## src/logic/io_space_pkg.sv

```systemverilog
// constants for the low input/output register space
package io_space_pkg;

  localparam int          NUM_RW         = 21;
  localparam int          NUM_FLAG       = 4;
  localparam int          NUM_PIN        = 4;
  localparam logic [5:0]  BIT_SPACE_TOP  = 6'h1f;
  localparam logic [7:0]  DS_IO_BASE     = 8'h20;
  localparam logic [7:0]  DS_IO_TOP      = 8'h5f;
  localparam logic [7:0]  DS_EXT_BASE    = 8'h60;
  localparam logic [7:0]  REG_RESET      = 8'h00;
  localparam logic [7:0]  LOW_NIBBLE     = 8'h0f;

  // plain read/write registers: port offsets and implemented bits
  localparam logic [5:0] RW_OFF [NUM_RW] = '{
    6'h04, 6'h05, 6'h07, 6'h08, 6'h0a, 6'h0b, 6'h0d, 6'h0e, 6'h12,
    6'h1d, 6'h1e, 6'h1f, 6'h20, 6'h21, 6'h23, 6'h25, 6'h26, 6'h27,
    6'h28, 6'h2a, 6'h2b};
  localparam logic [7:0] RW_MASK [NUM_RW] = '{
    8'hff, 8'hff, 8'hff, 8'hff, 8'hff, 8'hff, 8'h0f, 8'h0f, 8'hff,
    8'h03, 8'hff, 8'h3f, 8'hff, 8'hff, 8'h81, 8'h0f, 8'hff, 8'hff,
    8'hff, 8'hff, 8'hff};
  localparam int I_PORT_B_DIR   = 0;
  localparam int I_PORT_B_OUT   = 1;
  localparam int I_PORT_C_DIR   = 2;
  localparam int I_PORT_C_OUT   = 3;
  localparam int I_PORT_D_DIR   = 4;
  localparam int I_PORT_D_OUT   = 5;
  localparam int I_PORT_A_DIR   = 6;
  localparam int I_PORT_A_OUT   = 7;
  localparam int I_PORT_CTRL    = 8;
  localparam int I_EXT_MASK     = 9;
  localparam int I_SCRATCH0     = 10;
  localparam int I_NVM_CTRL     = 11;
  localparam int I_NVM_DATA     = 12;
  localparam int I_NVM_ADDR     = 13;
  localparam int I_GEN_TIMER    = 14;
  localparam int I_T0_CTRL      = 15;
  localparam int I_T0_COUNT     = 16;
  localparam int I_T0_CMP_A     = 17;
  localparam int I_T0_CMP_B     = 18;

  // write-one-to-clear flag registers
  localparam logic [5:0] FLAG_OFF  [NUM_FLAG] = '{6'h15, 6'h16, 6'h1b, 6'h1c};
  localparam logic [7:0] FLAG_MASK [NUM_FLAG] = '{8'h07, 8'h27, 8'h0f, 8'h03};
  localparam int F_TIMER0 = 0;
  localparam int F_TIMER1 = 1;
  localparam int F_PCHG   = 2;
  localparam int F_EXT    = 3;

  // pin input registers, read only: ports b, c, d, a
  localparam logic [5:0] PIN_OFF  [NUM_PIN] = '{6'h03, 6'h06, 6'h09, 6'h0c};
  localparam logic [7:0] PIN_MASK [NUM_PIN] = '{8'hff, 8'hff, 8'hff, 8'h0f};

endpackage : io_space_pkg

```

## src/logic/reg_cell.sv

```systemverilog
// one read/write register with bit set and bit clear
module reg_cell
  import io_space_pkg::*;
#(
  parameter logic [7:0] MASK = 8'hff
) (
  input  wire logic       ref_clk,
  input  wire logic       rst_n,
  input  wire logic       wr,
  input  wire logic [7:0] wdata,
  input  wire logic       bit_set,
  input  wire logic       bit_clr,
  input  wire logic [7:0] bit_onehot,
  output logic      [7:0] q
);

  logic [7:0] next_q;

  assign next_q = wr      ? wdata :
                  bit_set ? (q | bit_onehot) :
                  bit_clr ? (q & ~bit_onehot) : q;

  // unimplemented bits never store anything
  always_ff @(posedge ref_clk or negedge rst_n) begin
    if (!rst_n) q <= REG_RESET;
    else        q <= next_q & MASK;
  end

endmodule : reg_cell

```

## src/logic/flag_cell.sv

```systemverilog
// status flags, set by events, cleared by writing one
module flag_cell
  import io_space_pkg::*;
#(
  parameter logic [7:0] MASK = 8'hff
) (
  input  wire logic       ref_clk,
  input  wire logic       rst_n,
  input  wire logic       wr,
  input  wire logic [7:0] wdata,
  input  wire logic       bit_set,
  input  wire logic [7:0] bit_onehot,
  input  wire logic [7:0] evt,
  output logic      [7:0] q
);

  logic [7:0] clr;
  logic [7:0] next_q;

  // bit clear writes zero to one bit, which leaves every flag alone
  assign clr    = wr      ? wdata :
                  bit_set ? bit_onehot : 8'h00;
  // a new event wins over a clear in the same cycle
  assign next_q = (q & ~clr) | evt;

  always_ff @(posedge ref_clk or negedge rst_n) begin
    if (!rst_n) q <= REG_RESET;
    else        q <= next_q & MASK;
  end

endmodule : flag_cell

```

## src/logic/io_register_space_decoder.sv

```systemverilog
// register file and decoder for the low input/output space
module io_register_space_decoder
  import io_space_pkg::*;
(
  input  wire logic       ref_clk,
  input  wire logic       rstn,
  input  wire logic       io_rd,
  input  wire logic       io_wr,
  input  wire logic [5:0] io_addr,
  input  wire logic       ds_rd,
  input  wire logic       ds_wr,
  input  wire logic [7:0] ds_addr,
  input  wire logic [7:0] wdata,
  input  wire logic       set_single_bit_op,
  input  wire logic       clear_single_bit_op,
  input  wire logic       skip_if_bit_set_op,
  input  wire logic       skip_if_bit_clear_op,
  input  wire logic [5:0] bit_addr,
  input  wire logic [2:0] bit_sel,
  input  wire logic [7:0] pin_b,
  input  wire logic [7:0] pin_c,
  input  wire logic [7:0] pin_d,
  input  wire logic [3:0] pin_a,
  input  wire logic [7:0] timer0_evt,
  input  wire logic [7:0] timer1_evt,
  input  wire logic [7:0] pin_change_evt,
  input  wire logic [7:0] ext_irq_evt,
  input  wire logic [7:0] ext_rdata,
  output logic      [7:0] rdata,
  output logic            rd_valid,
  output logic            skip,
  output logic            skip_valid,
  output logic            ext_rd,
  output logic            ext_wr,
  output logic      [7:0] ext_addr,
  output logic      [7:0] ext_wdata,
  output logic      [7:0] port_b_output,
  output logic      [7:0] port_b_direction,
  output logic      [7:0] port_c_output,
  output logic      [7:0] port_c_direction,
  output logic      [7:0] port_d_output,
  output logic      [7:0] port_d_direction,
  output logic      [3:0] port_a_output,
  output logic      [3:0] port_a_direction,
  output logic      [7:0] port_ctrl,
  output logic      [7:0] ext_irq_mask,
  output logic      [7:0] nvm_ctrl,
  output logic      [7:0] nvm_data,
  output logic      [7:0] nvm_addr,
  output logic      [7:0] gen_timer_ctrl,
  output logic      [7:0] timer0_ctrl,
  output logic      [7:0] timer0_count,
  output logic      [7:0] timer0_cmp_a,
  output logic      [7:0] timer0_cmp_b,
  output logic      [7:0] timer0_flags,
  output logic      [7:0] timer1_flags,
  output logic      [7:0] pin_change_flags,
  output logic      [7:0] ext_irq_flags
);

  logic [1:0] rst_sync;
  logic       rst_n;
  logic [7:0] rw_q   [NUM_RW];
  logic [7:0] flag_q [NUM_FLAG];
  logic [7:0] pin_q  [NUM_PIN];
  logic [7:0] flag_evt [NUM_FLAG];
  logic [7:0] pin_raw  [NUM_PIN];
  wire  [8*NUM_RW-1:0] rw_flat;

  // reset is asserted at once and released through two flops
  always_ff @(posedge ref_clk or negedge rstn) begin
    if (!rstn) rst_sync <= 2'b00;
    else       rst_sync <= {rst_sync[0], 1'b1};
  end
  assign rst_n = rst_sync[1];

  // one request per cycle: port access, then data space, then bit ops
  wire        port_op  = io_rd | io_wr;
  wire        ds_op    = !port_op && (ds_rd | ds_wr);
  wire        bit_idle = !port_op && !(ds_rd | ds_wr);
  wire        ds_io    = (ds_addr >= DS_IO_BASE) && (ds_addr <= DS_IO_TOP);
  wire        ds_ext   = ds_addr >= DS_EXT_BASE;
  wire        bit_ok   = bit_idle && (bit_addr <= BIT_SPACE_TOP);
  wire [5:0]  ds_port  = 6'(ds_addr - DS_IO_BASE);
  wire [5:0]  acc_addr = port_op ? io_addr : ds_port;
  wire        acc_rd   = io_rd | (ds_op && ds_rd && ds_io);
  wire        acc_wr   = (io_wr && !io_rd)
                         || (ds_op && ds_wr && !ds_rd && ds_io);
  // only the data-space forms reach the extended space
  wire        go_ext_rd = ds_op && ds_rd && ds_ext;
  wire        go_ext_wr = ds_op && ds_wr && !ds_rd && ds_ext;
  wire        bset     = bit_ok && set_single_bit_op;
  wire        bclr     = bit_ok && !set_single_bit_op && clear_single_bit_op;
  wire        btest    = bit_ok && (skip_if_bit_set_op ^ skip_if_bit_clear_op);
  wire [7:0]  onehot   = 8'h01 << bit_sel;

  // any decoded read of the 64-location port space
  function automatic logic [7:0] read_io(input logic [5:0] addr);
    logic [7:0] v;
    v = 8'h00;
    for (int i = 0; i < NUM_RW; i++) begin
      if (addr == RW_OFF[i]) v = rw_q[i];
    end
    for (int i = 0; i < NUM_FLAG; i++) begin
      if (addr == FLAG_OFF[i]) v = flag_q[i];
    end
    for (int i = 0; i < NUM_PIN; i++) begin
      if (addr == PIN_OFF[i]) v = pin_q[i];
    end
    return v;
  endfunction : read_io

  logic [7:0] acc_data;
  logic [7:0] test_reg;
  // a block, not an assign: the register reads hide inside the function
  always_comb begin
    acc_data = read_io(acc_addr);
    test_reg = read_io(bit_addr);
  end
  wire       test_bit = test_reg[bit_sel];
  // skip when the bit matches the sense that the op asks for
  wire       next_skip = skip_if_bit_set_op ? test_bit : !test_bit;

  genvar g;
  generate
    for (g = 0; g < NUM_RW; g++) begin : g_rw
      reg_cell #(.MASK(RW_MASK[g])) u_reg (
        .ref_clk    (ref_clk),
        .rst_n      (rst_n),
        .wr         (acc_wr && acc_addr == RW_OFF[g]),
        .wdata      (wdata),
        .bit_set    (bset && bit_addr == RW_OFF[g]),
        .bit_clr    (bclr && bit_addr == RW_OFF[g]),
        .bit_onehot (onehot),
        .q          (rw_q[g])
      );
      assign rw_flat[8*g +: 8] = rw_q[g];
    end
    for (g = 0; g < NUM_FLAG; g++) begin : g_flag
      flag_cell #(.MASK(FLAG_MASK[g])) u_flag (
        .ref_clk    (ref_clk),
        .rst_n      (rst_n),
        .wr         (acc_wr && acc_addr == FLAG_OFF[g]),
        .wdata      (wdata),
        .bit_set    (bset && bit_addr == FLAG_OFF[g]),
        .bit_onehot (onehot),
        .evt        (flag_evt[g]),
        .q          (flag_q[g])
      );
    end
  endgenerate

  assign flag_evt[F_TIMER0] = timer0_evt;
  assign flag_evt[F_TIMER1] = timer1_evt;
  assign flag_evt[F_PCHG]   = pin_change_evt;
  assign flag_evt[F_EXT]    = ext_irq_evt;
  assign pin_raw[0]         = pin_b;
  assign pin_raw[1]         = pin_c;
  assign pin_raw[2]         = pin_d;
  assign pin_raw[3]         = {4'h0, pin_a};

  // pin registers are sampled copies; writes to them are dropped
  always_ff @(posedge ref_clk or negedge rst_n) begin
    if (!rst_n) begin
      for (int i = 0; i < NUM_PIN; i++) pin_q[i] <= REG_RESET;
    end else begin
      for (int i = 0; i < NUM_PIN; i++) pin_q[i] <= pin_raw[i] & PIN_MASK[i];
    end
  end

  // answers one cycle after the request, extended reads one more
  always_ff @(posedge ref_clk or negedge rst_n) begin
    if (!rst_n) begin
      rdata      <= 8'h00;
      rd_valid   <= 1'b0;
      skip       <= 1'b0;
      skip_valid <= 1'b0;
    end else begin
      rdata      <= ext_rd ? ext_rdata : acc_data;
      rd_valid   <= acc_rd | ext_rd;
      skip       <= btest & next_skip;
      skip_valid <= btest;
    end
  end

  always_ff @(posedge ref_clk or negedge rst_n) begin
    if (!rst_n) begin
      ext_rd    <= 1'b0;
      ext_wr    <= 1'b0;
      ext_addr  <= 8'h00;
      ext_wdata <= 8'h00;
    end else begin
      ext_rd    <= go_ext_rd;
      ext_wr    <= go_ext_wr;
      ext_addr  <= ds_addr;
      ext_wdata <= wdata;
    end
  end

  assign port_b_direction = rw_q[I_PORT_B_DIR];
  assign port_b_output    = rw_q[I_PORT_B_OUT];
  assign port_c_direction = rw_q[I_PORT_C_DIR];
  assign port_c_output    = rw_q[I_PORT_C_OUT];
  assign port_d_direction = rw_q[I_PORT_D_DIR];
  assign port_d_output    = rw_q[I_PORT_D_OUT];
  assign port_a_direction = rw_q[I_PORT_A_DIR][3:0];
  assign port_a_output    = rw_q[I_PORT_A_OUT][3:0];
  assign port_ctrl        = rw_q[I_PORT_CTRL];
  assign ext_irq_mask     = rw_q[I_EXT_MASK];
  assign nvm_ctrl         = rw_q[I_NVM_CTRL];
  assign nvm_data         = rw_q[I_NVM_DATA];
  assign nvm_addr         = rw_q[I_NVM_ADDR];
  assign gen_timer_ctrl   = rw_q[I_GEN_TIMER];
  assign timer0_ctrl      = rw_q[I_T0_CTRL];
  assign timer0_count     = rw_q[I_T0_COUNT];
  assign timer0_cmp_a     = rw_q[I_T0_CMP_A];
  assign timer0_cmp_b     = rw_q[I_T0_CMP_B];
  assign timer0_flags     = flag_q[F_TIMER0];
  assign timer1_flags     = flag_q[F_TIMER1];
  assign pin_change_flags = flag_q[F_PCHG];
  assign ext_irq_flags    = flag_q[F_EXT];

  wire [5:0] scratch_off = RW_OFF[I_SCRATCH0];
  wire [5:0] ext_off     = FLAG_OFF[F_EXT];
endmodule : io_register_space_decoder

```

## config.mk

```make
export PLATFORM = sky130hd
export DESIGN_NAME = io_register_space_decoder
export DESIGN_NICKNAME = d
export VERILOG_FILES = /design/src/logic/io_space_pkg.sv /design/src/logic/reg_cell.sv /design/src/logic/flag_cell.sv /design/src/logic/io_register_space_decoder.sv
export SDC_FILE = /design/constraint.sdc
export NUM_CORES = 1
export LEC_CHECK = 0
export ABC_AREA = 1
export BUFFER_PORTS_ARGS = -buffer_cell sky130_fd_sc_hd__buf_4
export CAP_MARGIN = 15
export CORE_ASPECT_RATIO = 1.75
export CORE_MARGIN = 1
export CORE_UTILIZATION = 45
export DETAILED_ROUTE_END_ITERATION = 10
export GPL_ROUTABILITY_DRIVEN = 0
export PLACE_DENSITY_LB_ADDON = 0.05
export SLEW_MARGIN = 20
export SYNTH_ARGS = -nofsm -noshare
export SYNTH_HDL_FRONTEND = slang
export SYNTH_HIERARCHICAL = 1
export SYNTH_SLANG_ARGS = --single-unit
```

## constraint.sdc

```tcl
create_clock -name ref_clk -period 8.32 [get_ports ref_clk]
set_clock_uncertainty 0.05 [all_clocks]
set_input_delay 0 -clock ref_clk [delete_from_list [all_inputs] [get_ports ref_clk]]
set_output_delay 0 -clock ref_clk [all_outputs]
set_load 0.02 [all_outputs]
```

# After elaboration in Yosys (flattened, before gate mapping)
# Index checks and enable logic that the tools add are counted.
[totals] register_bits=214
[op_classes] add_sub_neg=1 n_lt_le_gt_ge=5 n_eq_ne=58 shifts=1 mux=134 bitwise=61 reduce_logical=115
[op_table] operator="$mux W8" count=107
[op_table] operator="$and A8 B8 Y8" count=16
[op_table] operator="$or A8 B8 Y8" count=16
[op_table] operator="$eq A6 B6 Y1 const B" count=18
[op_table] operator="$eq A6 B5 Y1 const B" count=16
[op_table] operator="$logic_and A1 B1 Y1" count=87
[op_table] operator="$eq A6 B4 Y1 const B" count=14
[op_table] operator="$reduce_bool A3 Y1" count=21
[op_table] operator="$eq A6 B3 Y1 const B" count=8
[op_table] operator="$mux W4" count=11
[op_table] operator="$mux W6" count=6
[op_table] operator="$and A4 B4 Y4" count=4
[op_table] operator="$or A4 B4 Y4" count=4
[op_table] operator="$and A6 B6 Y6" count=2
[op_table] operator="$eq A6 B2 Y1 const B" count=2
[op_table] operator="$or A6 B6 Y6" count=2
[op_table] operator="$mux W2" count=5
[op_table] operator="$ge A8 B6 Y1 const B" count=1
[op_table] operator="$ge A8 B7 Y1 const B" count=1
[op_table] operator="$le A8 B7 Y1 const B" count=1
[op_table] operator="$not A8 Y8" count=1
[op_table] operator="$shl A1 B3 Y8 const A" count=1
[op_table] operator="$le A6 B5 Y1 const B" count=1
[op_table] operator="$logic_not A1 Y1" count=6
[op_table] operator="other kinds (17)" count=24

# Depth between registers and ports, before layout
# Gate-level depths: netlist of the first run.
[depth] depth_word=35 depth_mapped=27 depth_no_buf=27

# Modules after synthesis
# The synthesis of the first run kept the hierarchy.
[by_module_without_submodules] module="reg_cell (g_rw[0].u_reg ...)" instances=15 cells_per_inst=70 area_per_inst_um2=495.5 seq_area_each_um2=200.2
[by_module_without_submodules] module="io_register_space_decoder" instances=1 cells_per_inst=1223 area_per_inst_um2=6406.1 seq_area_each_um2=1476.4
[by_module_without_submodules] module="reg_cell (g_rw[15].u_reg ...)" instances=3 cells_per_inst=41 area_per_inst_um2=286.5 seq_area_each_um2=100.1
[by_module_without_submodules] module="flag_cell (g_flag[1].u_flag ...)" instances=2 cells_per_inst=34 area_per_inst_um2=237.7 seq_area_each_um2=100.1
[by_module_without_submodules] module="reg_cell (g_rw[11].u_reg)" instances=1 cells_per_inst=56 area_per_inst_um2=402.9 seq_area_each_um2=150.1
[by_module_without_submodules] module="reg_cell (g_rw[14].u_reg ...)" instances=2 cells_per_inst=26 area_per_inst_um2=177.7 seq_area_each_um2=50.0
[by_module_without_submodules] module="flag_cell (g_flag[0].u_flag)" instances=1 cells_per_inst=28 area_per_inst_um2=195.2 seq_area_each_um2=75.1
[by_module_without_submodules] module="flag_cell (g_flag[3].u_flag)" instances=1 cells_per_inst=22 area_per_inst_um2=152.6 seq_area_each_um2=50.0

# Worst setup path before layout of the first run
# OpenSTA, ideal clock, no wires.
[synth_timing] kind="input port to flip-flop" from="input io_rd" to="register rdata[5]" setup_ns=0.117 t_arrival_ns=1.983 t_required_ns=8.153 setup_slack_ns=6.170 stages=25 path_cell_list="nor2_4 > inv_2 > nand2_1 > nand2_1 > nand2_1 > nor2_1 > inv_2 > nor2_4 > nand2_1 > nand4_1 > a21oi_1 > nand3_1 > nor2_1 > and3_1 > nand4_1 > nor2_1 > nand4_1 > nor2_1 > nand4_1 > nor2_1 > nand3_1 > o21bai_1 > nand2_1 > nand2_1 > nand2_1"
[synth_via] elab_chain_len=33 word_cells_on_any_way=61 classes_between="29 x eq/ne; 31 x mux; 1 x bitwise"
[synth_rtl] element="start: declaration" line_no="io_register_space_decoder.sv:7" rtl="input wire logic io_rd,"
[synth_rtl] element="$or A1 B1 Y1 *" line_no="io_register_space_decoder.sv:78" rtl="wire port_op = io_rd | io_wr;"
[synth_rtl] element="$mux W6 *" line_no="io_register_space_decoder.sv:85" rtl="wire [5:0] acc_addr = port_op ? io_addr : ds_port;"
[synth_rtl] element="$eq A6 B3 Y1" line_no="io_register_space_decoder.sv:102" rtl="if (addr == RW_OFF[i]) v = rw_q[i];"
[synth_rtl] element="$mux W8 (21 in series)" line_no="io_register_space_decoder.sv:102"
[synth_rtl] element="$mux W8 (4 in series)" line_no="io_register_space_decoder.sv:105" rtl="if (addr == FLAG_OFF[i]) v = flag_q[i];"
[synth_rtl] element="$mux W8 (3 in series)" line_no="io_register_space_decoder.sv:108" rtl="if (addr == PIN_OFF[i]) v = pin_q[i];"
[synth_rtl] element="$mux W8 *" line_no="io_register_space_decoder.sv:108"
[synth_rtl] element="$mux W8 *" line_no="io_register_space_decoder.sv:179" rtl="rdata <= ext_rd ? ext_rdata : acc_data;"
[synth_rtl] element="end signal: assignment" line_no="io_register_space_decoder.sv:179"
[synth_rtl] element="end: declaration" line_no="io_register_space_decoder.sv:29" rtl="output logic [7:0] rdata,"
# Every way passes the cells marked *; elsewhere a longest branch is shown, timed or not.
# A chain may end at the register's enable or synchronous reset.

==> results of run 1 <==
worst reg2reg max path, stage by stage (launching register included):
cell,delay [ns]
dfrtp_1,0.45
or2_0,0.25
nand2_1,0.08
nand4_1,0.10
nand2_1,0.09
nand4_1,0.11
nor2_1,0.14
nand4_1,0.20
nor2_1,0.20
nand4_1,0.14
nor2_1,0.16
nand3_1,0.13
nand2_1,0.10
nand4_1,0.10
nand2_1,0.09
nand2_1,0.05
nand2_1,0.05
nand3_1,0.06
nand3_1,0.08
nand2_1,0.08
nor2_1,0.08
dlygate4sd3_1,0.55
nor2_1,0.05
dlygate4sd3_1,0.55
kinds of logic after synthesis:
logic type | Yosys count | synth area share (%)
xor+xnor | 1 | 0.05381
compound gates | 226 | 9.269
buf+inv | 348 | 10.31
flops | 214 | 32.90
other cells | 12 | 0.2767
simple gates | 1821 | 47.19
power breakdown:
| part | internal [mW] | switching, mW | total, mW |
|---|---|---|---|
| Combinational | 0.271 | 0.458 | 0.729 |
| Clock | 0.641 | 0.481 | 1.12 |
| Sequential | 1.16 | 0.170 | 1.33 |
| Total | 2.07 | 1.11 | 3.18 |
stage by stage:
step                      cells  utilization (%)  total power [mW]  hold WS (ns)  cell area [µm²]
after floorplan            2680                -             1.670       -0.3456            16500
after global placement     3300            51.77             2.018       -0.2615            18330
after detailed placement   3300            51.79             2.029       -0.2609            18340
after CTS                  3427            56.43             3.182       0.03737            19980
after global routing       3427            56.49             3.308       0.05448            20000
final                      3427            56.49             3.181       0.05276            20000
cell type report:
cell class	instances	area, µm²	area share, %
Inverter	242	908.4	4.541
Tap cell	465	581.8	2.908
Multi-Input combinational cell	2118	9540	47.69
Sequential cell	214	5359	26.79
Timing Repair Buffer	345	2813	14.06
Clock inverter	11	120.1	0.6004
Clock buffer	32	681.9	3.409
routing by layer:
metal	track usage [%]	share of wire [%]	wire length [µm]
met5	0	0	0
met4	22.08	6.6	4255
met3	4.991	7.0	4569
met2	61.53	49	32050
met1	39.48	37	24080
final timing paths:
kind                        startpoint      endpoint  slack, ns  depth (start not counted)
max in group asynchronous  rst_sync[1]  ext_wdata[5]       6.40                          1
setup reg to reg             flip-flop          skip       4.27                         23
setup / recovery             flip-flop          skip       4.27                         23
hold / removal                pin_b[1]     pin_q[25]       0.05                          2
hold reg to reg            rst_sync[0]   rst_sync[1]       0.30                          0
min in group asynchronous         rstn   rst_sync[1]       0.26                          3
cell usage in the layout (no fill, tap or decap), types with 2 or more instances in the layout:
master / n
a21oi_1: 56
nand3_1: 62
nor4_1: 2
bufinv_16: 2
clkinv_2: 5
nor2_1: 258
nor3_4: 2
o21a_2: 4
or2_1: 2
inv_1: 235
o21ai_0: 14
nor3_1: 8
or2_0: 80
o21a_1: 139
nand4_1: 80
nor2_4: 10
o22ai_1: 2
clkbuf_8: 3
o21ai_1: 6
nand2_1: 1194
dfrtp_1: 213
clkbuf_1: 4
conb_1: 70
inv_2: 7
clkbuf_16: 25
or2_2: 80
clkinv_4: 2
dlygate4sd3_1: 84
inv_6: 2
buf_4: 260
nor3_2: 2
nor2_2: 17
nand2_2: 19
timing repair:
action / CTS / global route
resized for setup: 0 / 0
setup endpoints to repair: 0 / 0
hold buffers: 84 / 0
endpoints found under the hold margin: 190 / 0
==> results.cfg, run 1 <==
[run_status]
status = completed

[floorplanning]
die_y_um = 253.6
dieArea_mm2 = 0.03697
row_count = 91
core_area_mm2 = 0.03541
boundaryPins = 306
die_w_um = 145.8
initial_core_util_pct = 45.97

[critical_path]
path_buf_inv = 2
end_kind = flip-flop
worstPathCellList = or2_0, nand2_1, nand4_1, nand2_1, nand4_1, nor2_1, nand4_1, nor2_1, nand4_1, nor2_1, nand3_1, nand2_1, nand4_1, nand2_1, nand2_1, nand2_1, nand3_1, nand3_1, nand2_1, nor2_1, dlygate4sd3_1, nor2_1, dlygate4sd3_1
cpPeakStageDelay_ns = 0.55
cp_max_fo = 4
critPathKind = flip-flop to flip-flop
critical_path.startpoint_type = flip-flop
cp_top_family = simple AND/OR/NAND/NOR gates
critPathSlowestCell = dlygate4sd3_1
crit_top_cell = nand2_1
cp.required_ns = 8.70
cp.arrival_ns = 4.43

[route]
drt-initial-drc-count = 1232
drtAntennaViolNets = 0
vias = 17970
routedWlPerCell_um = 18.95
wl_mm = 64.95
drt_first_pass_iters = 6
vias_per_cell = 5.243
drc = 0

[layout]
area_growth_pct = 22.88
fillers = 3516
final_layout_size_suffix_gt1_share_pct = 14.99
fin_nets = 3054
diodes = 0

[worst_hold_path]
hp-class = input port to flip-flop

[logic_synthesis]
syn_avg_cell_area_um2 = 6.209
yosysUniqueCellTypes = 38
ys_ff_latch = 214
yosysMostFrequentCell = nand2_1
synth_area_mm2 = 0.01628
synth.area.top_cells = dfrtp_1, nand2_1, o21a_1
ys_warn_count = 6
ys.flop_type = dfrtp_1
yosysSeqAreaShare_pct = 32.90
synth-edff-count = 0
synth_top_area_cell = dfrtp_1
netlist.area_leader.share_pct = 32.90
synth_common_cells = nand2_1, nor2_1, inv_1
netlist_instances = 2622
ys_async_sr_fraction_pct = 100.0

[grt]
grt_first_pass_wirelength_mm = 98.41
grt_overflow = 0
grt_usage_pct = 34.90
antenna_found_initial = 1
grt_pass1_vias = 17140
grt_max_degree = 148

[sta]
fmax_ghz = 0.2467
setup_tns_ns = 0
min_period_over_period_pct = 48.72
tightest_slew_ns = 1.169
slew-limit-headroom_pct = 21.90
fin_ws_ns = 4.266
setup_viol = 0
period_minus_slack_ns = 4.054
slew_viol_final = 0
rsz0062_at_grt = false
hold_violations = 0

[power]
power.density_mw_per_mm2 = 159.0
ir_worst_vdd_mv = 0.1386
p_leak_nw = 9.783

[clocking]
cts_sinks = 214
cts_buffers = 24
h-tree-depth = 1
cts_tree = built
post-cts-setup-buffer-count = 0
root_buffer = clkbuf_16
clkLatencyLatePin_ns = 0.55
clkTransAtPathRegs_ns = 0.07
clockBufferDepth = 3

[placed_design]
hpwl_mm = 45.85
numPortBuffers = 249
place_ws_ns = 4.672

[run]
maxCapViolCount = 0
Note: power is estimated with default switching activity, not from simulation.
==> inputs of run 2 (changes only) <==
==> constraint.sdc (replaced) <==
create_clock -name ref_clk -period 4.1 [get_ports ref_clk]
set_clock_uncertainty 0.05 [all_clocks]
set_input_delay 0 -clock ref_clk [delete_from_list [all_inputs] [get_ports ref_clk]]
set_output_delay 0 -clock ref_clk [all_outputs]
set_load 0.02 [all_outputs]
==> run 2 against run 1 <==
  * Die area unchanged
  * Core utilization up 0.57 points
  * Sequential share of layout area fell by 0.26 points
  * Cell area rose by 1.0%
  * Non-clock buffer count grew 23
  * Via count rose by 0.14%
  * Global-route usage decreased by 0.22 points
  * Register-to-register slack got worse by 3.7 ns
  * Cell count grew 0.67%
  * Total power rose by 100%
  * Clock-buffer cell count is the same
==> results.cfg, run 2 (same netlist as run 1, synthesis figures left out) <==
[floorplanning]
die_y_um = 253.6
core_area_mm2 = 0.03541
boundaryPins = 306
die_w_um = 145.8
dieArea_mm2 = 0.03697
row_count = 91
initial_core_util_pct = 45.97

[power]
ir_worst_vdd_mv = 0.3002
power.density_mw_per_mm2 = 318.5
p_leak_nw = 9.870
fin_total_pwr_mw = 6.436

[sta]
period_minus_slack_ns = 3.564
slew-limit-headroom_pct = 25.03
setup_tns_ns = 0
setup_viol = 0
tightest_slew_ns = 1.122
rsz0062_at_grt = false
hold_violations = 0
fmax_ghz = 0.2806
min_period_over_period_pct = 86.94
slew_viol_final = 0

[critical_path]
path_buf_inv = 3
cp.arrival_ns = 3.96
critPathKind = input port to flip-flop
critPathSlowestCell = dlygate4sd3_1
cp.required_ns = 4.50
cpPeakStageDelay_ns = 0.54
cp_max_fo = 18
critical_path.startpoint_type = input port
cp_top_family = simple AND/OR/NAND/NOR gates
crit_top_cell = nand2_1
end_kind = flip-flop

[grt]
grt_overflow = 0
antenna_found_initial = 1
grt_pass1_vias = 16770
grt_first_pass_wirelength_mm = 97.73
grt_max_degree = 89
grt_usage_pct = 34.67

[route]
drt_first_pass_iters = 7
drc = 0
vias_per_cell = 5.215
drt-initial-drc-count = 1479
vias = 17990
routedWlPerCell_um = 18.86
drtAntennaViolNets = 0
wl_mm = 65.06

[clocking]
clockBufferDepth = 3
cts_buffers = 24
root_buffer = clkbuf_16
cts_tree = built
clkTransAtPathRegs_ns = 0.06
h-tree-depth = 1
cts_sinks = 214
clkLatencyLatePin_ns = 0.56

[placed_design]
place_inst = 3317
placed_cell_area_mm2 = 0.01847
numPortBuffers = 249
hpwl_mm = 46.16

[layout]
layout_commonest_cell = nand2_1
final_cell_count_no_fill = 3450
fillers = 3467
fin_nets = 3077
seq_area_mm2 = 0.005361
final_layout_size_suffix_gt1_share_pct = 15.61
layout_common_cells = nand2_1, buf_4, nor2_1
area_growth_pct = 24.13
multi_input_area_mm2 = 0.009539
diodes = 0
fin_area_mm2 = 0.02021
fin_util_pct = 57.07

[run]
maxCapViolCount = 0

[worst_hold_path]
hp-class = input port to flip-flop

[run_status]
status = completed
[run 2: path summary, 6_finish.rpt]
| path | start | to | slack [ns] | depth (start not counted) |
|---|---|---|---|---|
| max | io_rd | rdata[6] | 0.54 | 26 |
| max reg2reg | flip-flop | skip | 0.58 | 23 |
| min in group asynchronous | rstn | rst_sync[1] | 0.25 | 3 |
| max in group asynchronous | rst_sync[1] | asynchronous set/reset pin | 2.71 | 1 |
| min | io_addr[4] | rdata[3] | 0.03 | 8 |
| min reg2reg | rst_sync[1] | asynchronous set/reset pin | 0.30 | 0 |
[run 2: power breakdown]
part,leakage [nW],internal (mW),switching [mW]
clock,0.371,1.25,0.988
combinational,6.84,0.557,0.931
sequential,2.66,2.36,0.354
[run 2: area by class of cell]
| cell class | count | share of cell area [%] |
|---|---|---|
| Sequential cell | 214 | 26.53 |
| Clock inverter | 11 | 0.4892 |
| Tap cell | 465 | 2.879 |
| Clock buffer | 32 | 3.424 |
| Inverter | 242 | 4.495 |
| Timing Repair Buffer | 368 | 14.97 |
| Multi-Input combinational cell | 2118 | 47.21 |
[run 2: worst min-delay path: stages]
cell and delay (ns):
buf_4 0.08, nand2_1 0.04, nand2_1 0.07, nor2_1 0.09
nand3_1 0.09, nand2_1 0.05, nor2_1 0.12, nor2_1 0.05
[run 2: what timing repair did]
action	in CTS	in global routing
gates resized for setup	0	10
hold endpoints to repair	206	0
hold buffers	88	0
setup endpoints to repair	0	1
buffers inserted	0	2
[run 2: routing by layer]
layer / up-vias / global-route usage [%] / routed length (µm)
li1: 8656 / - / -
met1: 8298 / 40.58 / 24420
met2: 840 / 61.19 / 31970
met3: 199 / 4.165 / 4682
met4: 0 / 19.58 / 3991
met5: - / 0 / 0
[run 2: through the flow]
stage | hold WS [ns] | setup WS (ns)
after CTS | 0.02177 | 0.1656
after floorplan | -0.3456 | 0.5286
final | 0.03219 | 0.5357
after global placement | -0.2671 | 0.6782
after global routing | 0.03626 | 0.09951
after detailed placement | -0.2660 | 0.6619
